$ cat src/shared/fbbse_regs.vh
// constants for the flag branch, bit and shift execution unit
`ifndef FBBSE_REGS_VH
`define FBBSE_REGS_VH

// --------------------------------------------------------------
// operation codes
// --------------------------------------------------------------
`define FBBSE_OP_NOP 5'h00
`define FBBSE_OP_BR_CARRY_CLEAR 5'h01
`define FBBSE_OP_BR_SAME_OR_HIGHER 5'h02
`define FBBSE_OP_BR_LOWER 5'h03
`define FBBSE_OP_BR_MINUS 5'h04
`define FBBSE_OP_BR_PLUS 5'h05
`define FBBSE_OP_BR_SIGNED_GE 5'h06
`define FBBSE_OP_BR_SIGNED_LT 5'h07
`define FBBSE_OP_BR_HALF_SET 5'h08
`define FBBSE_OP_BR_HALF_CLEAR 5'h09
`define FBBSE_OP_BR_TRANSFER_SET 5'h0a
`define FBBSE_OP_BR_IRQ_ENABLED 5'h0b
`define FBBSE_OP_BR_IRQ_DISABLED 5'h0c
`define FBBSE_OP_SET_IO_BIT 5'h0d
`define FBBSE_OP_CLEAR_IO_BIT 5'h0e
`define FBBSE_OP_LSL 5'h0f
`define FBBSE_OP_LSR 5'h10
`define FBBSE_OP_ROL 5'h11
`define FBBSE_OP_ROR 5'h12
`define FBBSE_OP_ASR 5'h13
`define FBBSE_OP_SWAP 5'h14
`define FBBSE_OP_BIT_STORE 5'h15
`define FBBSE_OP_BIT_LOAD 5'h16

// --------------------------------------------------------------
// status register field positions
// --------------------------------------------------------------
`define FBBSE_SR_C 0
`define FBBSE_SR_Z 1
`define FBBSE_SR_N 2
`define FBBSE_SR_V 3
`define FBBSE_SR_S 4
`define FBBSE_SR_H 5
`define FBBSE_SR_T 6
`define FBBSE_SR_I 7

// --------------------------------------------------------------
// reset values and timing counts
// --------------------------------------------------------------
`define FBBSE_SR_RESET 8'h00
`define FBBSE_PC_RESET 16'h0000
`define FBBSE_CYC_BR_NOT_TAKEN 2'h1
`define FBBSE_CYC_BR_TAKEN 2'h2
`define FBBSE_CYC_IO_BIT 2'h2
`define FBBSE_CYC_SINGLE 2'h1

`endif

$ cat src/design/fbbse_exec.v
// execution unit for flag branches, i/o bit ops, shifts and bit moves
// Functional notes
// - carry clear / same-or-higher branch jumps to pc+k+1 when c is 0
// - lower branch jumps to pc+k+1 only when c is 1
// - minus jumps on n set, plus on n clear; flags untouched
// - signed ge branch jumps when n xor v is 0
// - signed lt branch jumps when n xor v is 1
// - half carry set branch jumps when h is 1; one or two cycles
// - half carry clear branch jumps when h is 0
// - transfer set branch jumps when t is 1, no flag change
// - irq enabled / disabled branches test i flag, flags untouched
// - set / clear i/o bit forces bit b of port p, two cycles
// - logical shift left fills bit 0 with zero, updates z c n v
// - logical shift right clears bit 7, updates z c n v
// - rotate left puts old c in bit 0, old bit 7 in c
// - rotate right puts old c in bit 7, old bit 0 in c
// - arithmetic shift right keeps bit 7, updates z c n v
// - nibble swap exchanges halves, leaves flags alone
// - bit store copies source bit b into t only
// - bit load copies t into destination bit b, no flag change
`timescale 1ns/100ps
`include "fbbse_regs.vh"

module fbbse_exec (
  input wire i_clk_sys,
  input wire i_rst,
  input wire i_op_valid,
  input wire [4:0] i_op_code,
  input wire [15:0] i_pc,
  input wire [6:0] i_offset_k,
  input wire [7:0] i_reg_data,
  input wire [2:0] i_bit_sel,
  input wire [5:0] i_io_addr,
  input wire [7:0] i_io_rdata,
  input wire i_sr_load,
  input wire [7:0] i_sr_wdata,
  output wire o_op_ready,
  output reg o_done,
  output reg [1:0] o_cycles,
  output reg o_pc_load,
  output reg [15:0] o_pc_next,
  output reg o_reg_we,
  output reg [7:0] o_reg_wdata,
  output reg o_io_we,
  output reg [5:0] o_io_addr,
  output reg [7:0] o_io_wdata,
  output reg o_io_rd,
  output reg [7:0] o_status_register
);

  // ------------------------------------------------------------
  // state machine
  // ------------------------------------------------------------
  // io bit ops are read-modify-write and taken branches reload pc, so
  // both hold the unit for a second cycle; everything else finishes in the issue cycle
  localparam ST_IDLE = 2'h0;
  localparam ST_IO_WRITE = 2'h1;
  localparam ST_BR_SECOND = 2'h2;

  reg [1:0] state;
  reg [1:0] next_state;
  reg io_set;
  reg [2:0] io_bit;
  reg [15:0] br_target;

  wire flag_c = o_status_register[`FBBSE_SR_C];
  wire flag_n = o_status_register[`FBBSE_SR_N];
  wire flag_v = o_status_register[`FBBSE_SR_V];
  wire flag_h = o_status_register[`FBBSE_SR_H];
  wire flag_t = o_status_register[`FBBSE_SR_T];
  wire flag_i = o_status_register[`FBBSE_SR_I];

  assign o_op_ready = (state == ST_IDLE);

  // ------------------------------------------------------------
  // branch decision
  // ------------------------------------------------------------
  reg br_op;
  reg br_take;
  wire [15:0] k_ext = {{9{i_offset_k[6]}}, i_offset_k};
  wire [15:0] target = i_pc + k_ext + 16'h0001;

  always @* begin
    br_op = 1'b1;
    br_take = 1'b0;
    case (i_op_code)
      `FBBSE_OP_BR_CARRY_CLEAR: br_take = ~flag_c;
      `FBBSE_OP_BR_SAME_OR_HIGHER: br_take = ~flag_c;
      `FBBSE_OP_BR_LOWER: br_take = flag_c;
      `FBBSE_OP_BR_MINUS: br_take = flag_n;
      `FBBSE_OP_BR_PLUS: br_take = ~flag_n;
      `FBBSE_OP_BR_SIGNED_GE: br_take = ~(flag_n ^ flag_v);
      `FBBSE_OP_BR_SIGNED_LT: br_take = flag_n ^ flag_v;
      `FBBSE_OP_BR_HALF_SET: br_take = flag_h;
      `FBBSE_OP_BR_HALF_CLEAR: br_take = ~flag_h;
      `FBBSE_OP_BR_TRANSFER_SET: br_take = flag_t;
      `FBBSE_OP_BR_IRQ_ENABLED: br_take = flag_i;
      `FBBSE_OP_BR_IRQ_DISABLED: br_take = ~flag_i;
      default: br_op = 1'b0;
    endcase
  end

  // ------------------------------------------------------------
  // shifter for shifts and rotates
  // ------------------------------------------------------------
  reg sh_op;
  reg [7:0] sh_res;
  reg sh_c;

  always @* begin
    sh_op = 1'b1;
    sh_res = i_reg_data;
    sh_c = flag_c;
    case (i_op_code)
      `FBBSE_OP_LSL: begin
        sh_res = {i_reg_data[6:0], 1'b0};
        sh_c = i_reg_data[7];
      end
      `FBBSE_OP_LSR: begin
        sh_res = {1'b0, i_reg_data[7:1]};
        sh_c = i_reg_data[0];
      end
      `FBBSE_OP_ROL: begin
        sh_res = {i_reg_data[6:0], flag_c};
        sh_c = i_reg_data[7];
      end
      `FBBSE_OP_ROR: begin
        sh_res = {flag_c, i_reg_data[7:1]};
        sh_c = i_reg_data[0];
      end
      `FBBSE_OP_ASR: begin
        sh_res = {i_reg_data[7], i_reg_data[7:1]};
        sh_c = i_reg_data[0];
      end
      default: sh_op = 1'b0;
    endcase
  end

  // ------------------------------------------------------------
  // bit insert and extract
  // ------------------------------------------------------------
  // one helper serves the io read-modify-write, bit load and bit
  // store, so all three agree on how bit b is numbered
  wire [7:0] io_word;
  wire [7:0] ld_word;
  wire st_bit;

  fbbse_bit_put #(
    .WIDTH(8),
    .SEL_W(3)
  ) u_io_put (
    .i_word(i_io_rdata),
    .i_sel(io_bit),
    .i_val(io_set),
    .o_word(io_word),
    .o_bit()
  );

  fbbse_bit_put #(
    .WIDTH(8),
    .SEL_W(3)
  ) u_ld_put (
    .i_word(i_reg_data),
    .i_sel(i_bit_sel),
    .i_val(flag_t),
    .o_word(ld_word),
    .o_bit()
  );

  fbbse_bit_put #(
    .WIDTH(8),
    .SEL_W(3)
  ) u_st_get (
    .i_word(i_reg_data),
    .i_sel(i_bit_sel),
    .i_val(1'b0),
    .o_word(),
    .o_bit(st_bit)
  );

  // ------------------------------------------------------------
  // shift flags
  // ------------------------------------------------------------
  // s is left alone by shifts; only z c n v move
  wire sh_n = sh_res[7];
  wire sh_z = (sh_res == 8'h00);
  wire sh_v = sh_n ^ sh_c;

  // ------------------------------------------------------------
  // sequencing
  // ------------------------------------------------------------
  wire issue = i_op_valid & o_op_ready;
  wire op_io = (i_op_code == `FBBSE_OP_SET_IO_BIT) ||
               (i_op_code == `FBBSE_OP_CLEAR_IO_BIT);
  wire op_bst = (i_op_code == `FBBSE_OP_BIT_STORE);

  always @* begin
    next_state = state;
    case (state)
      ST_IDLE: begin
        if (issue && op_io) begin
          next_state = ST_IO_WRITE;
        end else if (issue && br_op && br_take) begin
          next_state = ST_BR_SECOND;
        end
      end
      ST_IO_WRITE: next_state = ST_IDLE;
      ST_BR_SECOND: next_state = ST_IDLE;
      default: next_state = ST_IDLE;
    endcase
  end

  // ------------------------------------------------------------
  // status register
  // ------------------------------------------------------------
  // core-side flag writes from other units; our own ops win, bit
  // by bit, when both land in the same cycle
  always @(posedge i_clk_sys) begin
    if (i_rst) begin
      o_status_register <= `FBBSE_SR_RESET;
    end else begin
      if (i_sr_load) begin
        o_status_register <= i_sr_wdata;
      end
      if (issue && sh_op) begin
        o_status_register[`FBBSE_SR_C] <= sh_c;
        o_status_register[`FBBSE_SR_N] <= sh_n;
        o_status_register[`FBBSE_SR_Z] <= sh_z;
        o_status_register[`FBBSE_SR_V] <= sh_v;
      end else if (issue && op_bst) begin
        o_status_register[`FBBSE_SR_T] <= st_bit;
      end
    end
  end

  // ------------------------------------------------------------
  // issue and retire
  // ------------------------------------------------------------
  always @(posedge i_clk_sys) begin
    if (i_rst) begin
      state <= ST_IDLE;
      io_set <= 1'b0;
      io_bit <= 3'h0;
      br_target <= `FBBSE_PC_RESET;
      o_done <= 1'b0;
      o_cycles <= 2'h0;
      o_pc_load <= 1'b0;
      o_pc_next <= `FBBSE_PC_RESET;
      o_reg_we <= 1'b0;
      o_reg_wdata <= 8'h00;
      o_io_we <= 1'b0;
      o_io_addr <= 6'h00;
      o_io_wdata <= 8'h00;
      o_io_rd <= 1'b0;
    end else begin
      state <= next_state;
      o_done <= 1'b0;
      o_pc_load <= 1'b0;
      o_reg_we <= 1'b0;
      o_io_we <= 1'b0;
      o_io_rd <= 1'b0;
      case (state)
        ST_IO_WRITE: begin
          // port value is sampled now, one cycle after the read strobe
          o_io_we <= 1'b1;
          o_io_wdata <= io_word;
          o_done <= 1'b1;
          o_cycles <= `FBBSE_CYC_IO_BIT;
        end
        ST_BR_SECOND: begin
          o_pc_load <= 1'b1;
          o_pc_next <= br_target;
          o_done <= 1'b1;
          o_cycles <= `FBBSE_CYC_BR_TAKEN;
        end
        default: begin
          if (issue && br_op) begin
            // a taken branch costs a second cycle; flags stay put
            br_target <= target;
            if (!br_take) begin
              o_done <= 1'b1;
              o_cycles <= `FBBSE_CYC_BR_NOT_TAKEN;
            end
          end else if (issue && sh_op) begin
            o_reg_we <= 1'b1;
            o_reg_wdata <= sh_res;
            o_done <= 1'b1;
            o_cycles <= `FBBSE_CYC_SINGLE;
          end else if (issue) begin
            case (i_op_code)
              `FBBSE_OP_SET_IO_BIT, `FBBSE_OP_CLEAR_IO_BIT: begin
                io_set <= (i_op_code == `FBBSE_OP_SET_IO_BIT);
                io_bit <= i_bit_sel;
                o_io_addr <= i_io_addr;
                o_io_rd <= 1'b1;
              end
              `FBBSE_OP_SWAP: begin
                o_reg_we <= 1'b1;
                o_reg_wdata <= {i_reg_data[3:0], i_reg_data[7:4]};
                o_done <= 1'b1;
                o_cycles <= `FBBSE_CYC_SINGLE;
              end
              `FBBSE_OP_BIT_STORE: begin
                o_done <= 1'b1;
                o_cycles <= `FBBSE_CYC_SINGLE;
              end
              `FBBSE_OP_BIT_LOAD: begin
                o_reg_we <= 1'b1;
                o_reg_wdata <= ld_word;
                o_done <= 1'b1;
                o_cycles <= `FBBSE_CYC_SINGLE;
              end
              default: begin
                // unknown or nop codes retire silently in one cycle
                o_done <= 1'b1;
                o_cycles <= `FBBSE_CYC_SINGLE;
              end
            endcase
          end
        end
      endcase
    end
  end

endmodule

// --------------------------------------------------------------
// bit insert and extract helper
// --------------------------------------------------------------
module fbbse_bit_put #(
  parameter WIDTH = 8,
  parameter SEL_W = 3
) (
  input wire [WIDTH-1:0] i_word,
  input wire [SEL_W-1:0] i_sel,
  input wire i_val,
  output wire [WIDTH-1:0] o_word,
  output wire o_bit
);
  wire [WIDTH-1:0] mask = {{(WIDTH-1){1'b0}}, 1'b1} << i_sel;
  assign o_word = i_val ? (i_word | mask) : (i_word & ~mask);
  assign o_bit = |(i_word & mask);
endmodule

$ cat config.mk
export PLATFORM = sky130hd
export DESIGN_NAME = fbbse_exec
export DESIGN_NICKNAME = d
export VERILOG_FILES = /design/src/design/fbbse_exec.v
export VERILOG_INCLUDE_DIRS = /design/src /design/src/shared
export SDC_FILE = /design/constraint.sdc
export NUM_CORES = 1
export LEC_CHECK = 0
export BUFFER_PORTS_ARGS = -buffer_cell sky130_fd_sc_hd__buf_2
export CAP_MARGIN = 30
export CORE_ASPECT_RATIO = 0.8
export CORE_MARGIN = 2
export CORE_UTILIZATION = 25
export DETAILED_ROUTE_END_ITERATION = 10
export GPL_TIMING_DRIVEN = 0
export PLACE_DENSITY_LB_ADDON = 0.12
export SLEW_MARGIN = 10
export SYNTH_ARGS = -nofsm -noshare
export SYNTH_HDL_FRONTEND = slang
export SYNTH_SLANG_ARGS = --single-unit
$ cat constraint.sdc
create_clock -name i_clk_sys -period 4.02 [get_ports i_clk_sys]
set_clock_uncertainty 0.1 [all_clocks]
set_input_delay 0.201 -clock i_clk_sys [delete_from_list [all_inputs] [get_ports i_clk_sys]]
set_output_delay 0.201 -clock i_clk_sys [all_outputs]
set_load 0.005 [all_outputs]
==> metrics.cfg <==
[outcome]
status = finished, final reports clean

[clock_network]
clkSinkCount = 75
clkTransAtPathRegs_ps = 60
cts_resized = 0
cts_tree = yes
cts-root-buf = clkbuf_16
htreeDepth = 3
clk_latency_ps = 330
cts_made_buffers = 9
cts_max_path_buffers = 2

[cells_and_area]
final_nets = 757
diodes = 0
finalNonFillerCells = 902
multiInputGateArea_um2 = 2750
num-fill-cells = 1885
register_area_um2 = 1500
syn_to_final_growth_pct = 26.5
drive_above_1_share_pct = 23.9

[synthesis]
ys_seq_area_share_pct = 33.5
synth_edf_count = 0
synthTopCellsByArea = dfxtp_1 33%, mux2i_1 8.9%, nor2_1 5.9%, a21oi_1 5.4%, nand2_1 5.1%
yosysTopAreaCell = dfxtp_1
synth_top_area_share_pct = 33.5
ys_ff_latch = 75
async_flop_share_pct = 0
syn_nets = 626
synth-main-ff-cell = dfxtp_1
avgSynthCellArea_um2 = 8.28
syn_inst = 542
synth.yosys.warnings = 0
synth_cell_types = 69
synth_area_um2 = 4490

[setup_path]
crit_family = buffers and inverters
crit_path_start_kind = register
crit_required_ps = 4180
slowest_delay_ps = 530
worstPathCellList = inv_1 > ha_1 > clkbuf_1 > nor4_1 > clkbuf_1 > buf_2 > nand2_1 > a21oi_1
path_buf_inv = 4
ff2ff_path_depth = 8
cpMostUsedCell = clkbuf_1
cp.depth = 8
crit_slowest_cell = nor4_1
critPathKind = register to register
cp_max_fo = 10
end_kind = register
cp.arrival_ps = 2790

[floorplan]
ios = 119
die_x_um = 154
die_area_um2 = 19000
die_y_um = 124
start_util_pct = 25.7
core_area_um2 = 17400
rows = 43

[timing]
clock.fmax_ghz = 0.380
fin_crit_sh_pct = 65.5
fin_crit_ps = 2630
setup_viol = 0
hold_violations = 0
maxSlewHeadroom_pct = 51.0
finalWorstSetupSlack_ps = 1390
worst_pin_slew_ps = 733
finalMaxSlewViolations = 0
rsz0062_at_grt = no
setup_tns_ps = 0

[placed_design]
placed_cells = 884
dpl_worst_slack_ps = 1370
dp_hpwl_mm = 11.2
port_buffers = 117
gp_congestion = 0.849

[routing]
vias = 4397
routed_wl_mm = 14.6
route.detailed.drc = 0
drt-initial-drc-count = 368
avgViaCountPerCell = 4.87
antenna_left = 0
first_pass_iters = 5
wl_per_cell_um = 16.2

[global_routing]
grt_max_degree = 13
grt_use_total_pct = 15.2
grt_pass1_vias = 4194
grt-ovfl-total = 0
antenna_found_initial = 0
grt_first_pass_wirelength_mm = 22.7

[hold_path]
worstHoldPathType = primary input to register
hold_path_depth = 3

[run]
drv_cap = 0

[pwr]
p_per_area_nw_per_um2 = 352
p_leak_uw = 0.00239
total_power_uw = 2000
ir_worst_vdd_mv = 0.210

## per-stage QoR
stage,utilization [%],hold slack [ps],instance area [um^2]
floorplan,-,237,4490
global placement,30.7,341,5350
detailed placement,30.7,348,5350
CTS,32.6,2.86,5680
global route,32.6,0.227,5680
finish,32.6,11.6,5680
## registers in the layout, summed over array words and instances, names as in the netlist
register and flops:
br_target 16, o_pc_next 16, o_io_wdata 8, o_reg_wdata 8
o_status_register 8, o_io_addr 6, io_bit 3, o_cycles 2
state 2, io_set 1, o_done 1, o_io_rd 1
o_io_we 1, o_pc_load 1, o_reg_we 1
## synthesized netlist by cell type (7+ instances only)
master and count:
ha_1 18, o21ai_0 11, nand3b_1 7, nand2_1 61
a21oi_1 48, nand3_1 9, a211oi_1 30, clkbuf_1 27
nor2_1 71, xnor2_1 9, dfxtp_1 75, mux2i_1 40
inv_1 17
## cell families after synthesis
group	Yosys count	synth area share [%]
flops	75	33.5
fa+ha+maj	19	5.47
buf+inv	54	5.24
mux	46	10.4
simple gates	198	21.5
compound gates	134	20.4
xor+xnor	16	3.43
## final cells by class
cell class | instances | share of cell area, %
Sequential cell | 75 | 26.4
Clock inverter | 4 | 0.903
Tap cell | 225 | 4.96
Timing Repair Buffer | 120 | 10.8
Multi-Input combinational cell | 413 | 48.4
Inverter | 17 | 1.12
Clock buffer | 11 | 4.28
Buffer | 37 | 3.02
## layer usage
layer | part of all wire [%] | up-vias | GRT usage [%]
met5 | 0 | - | 0
met3 | 6.0 | 8 | 4.21
met4 | 0.64 | 0 | 3.10
met2 | 42 | 136 | 22.4
met1 | 52 | 2041 | 22.1
li1 | - | 2212 | -
## worst register-to-register path, cell delays in order, from the launching register on
cell and delay [ps]:
dfxtp_1 360, inv_1 80, ha_1 280, clkbuf_1 190, nor4_1 530, clkbuf_1 460
buf_2 330, nand2_1 80, a21oi_1 150
## where the power goes
group | switching [uW] | internal [uW]
Combinational | 230 | 166
Sequential | 21.0 | 777
Clock | 310 | 494
## path summary, 6_finish.rpt
check | start | to | slack [ps]
worst max register to register | state[0]$_SDFFE_PP0P_ | br_target[4]$_SDFFE_PP0P_ | 1390
worst max-delay path | state[0]$_SDFFE_PP0P_ | br_target[4]$_SDFFE_PP0P_ | 1390
worst min-delay path | i_sr_wdata[5] | o_status_register[5]$_SDFFE_PP0P_ | 10
worst min register to register | o_io_addr[5]$_SDFFE_PP0P_ | o_io_addr[5]$_SDFFE_PP0P_ | 350
## cell usage in the layout, fill, tap and decap left out, drive strengths merged, types with 5 or more instances in the layout
master / n
nand3b: 7
a21oi: 49
nor3b: 6
nand3: 9
xnor2: 9
nor2: 72
a211oi: 30
dfxtp: 75
mux2i: 40
buf: 127
ha: 18
mux2: 6
inv: 17
nor3: 8
nand2: 61
clkbuf: 38
and3: 6
o21ai: 11
xor2: 6
nor2b: 5
## repair_timing
item	4_1_cts	5_1_grt
setup endpoints to repair	0	0
hold endpoints to repair	3	0
hold buffers	3	0
setup buffers	0	0
No activity file was read; power rests on OpenSTA's default activity.
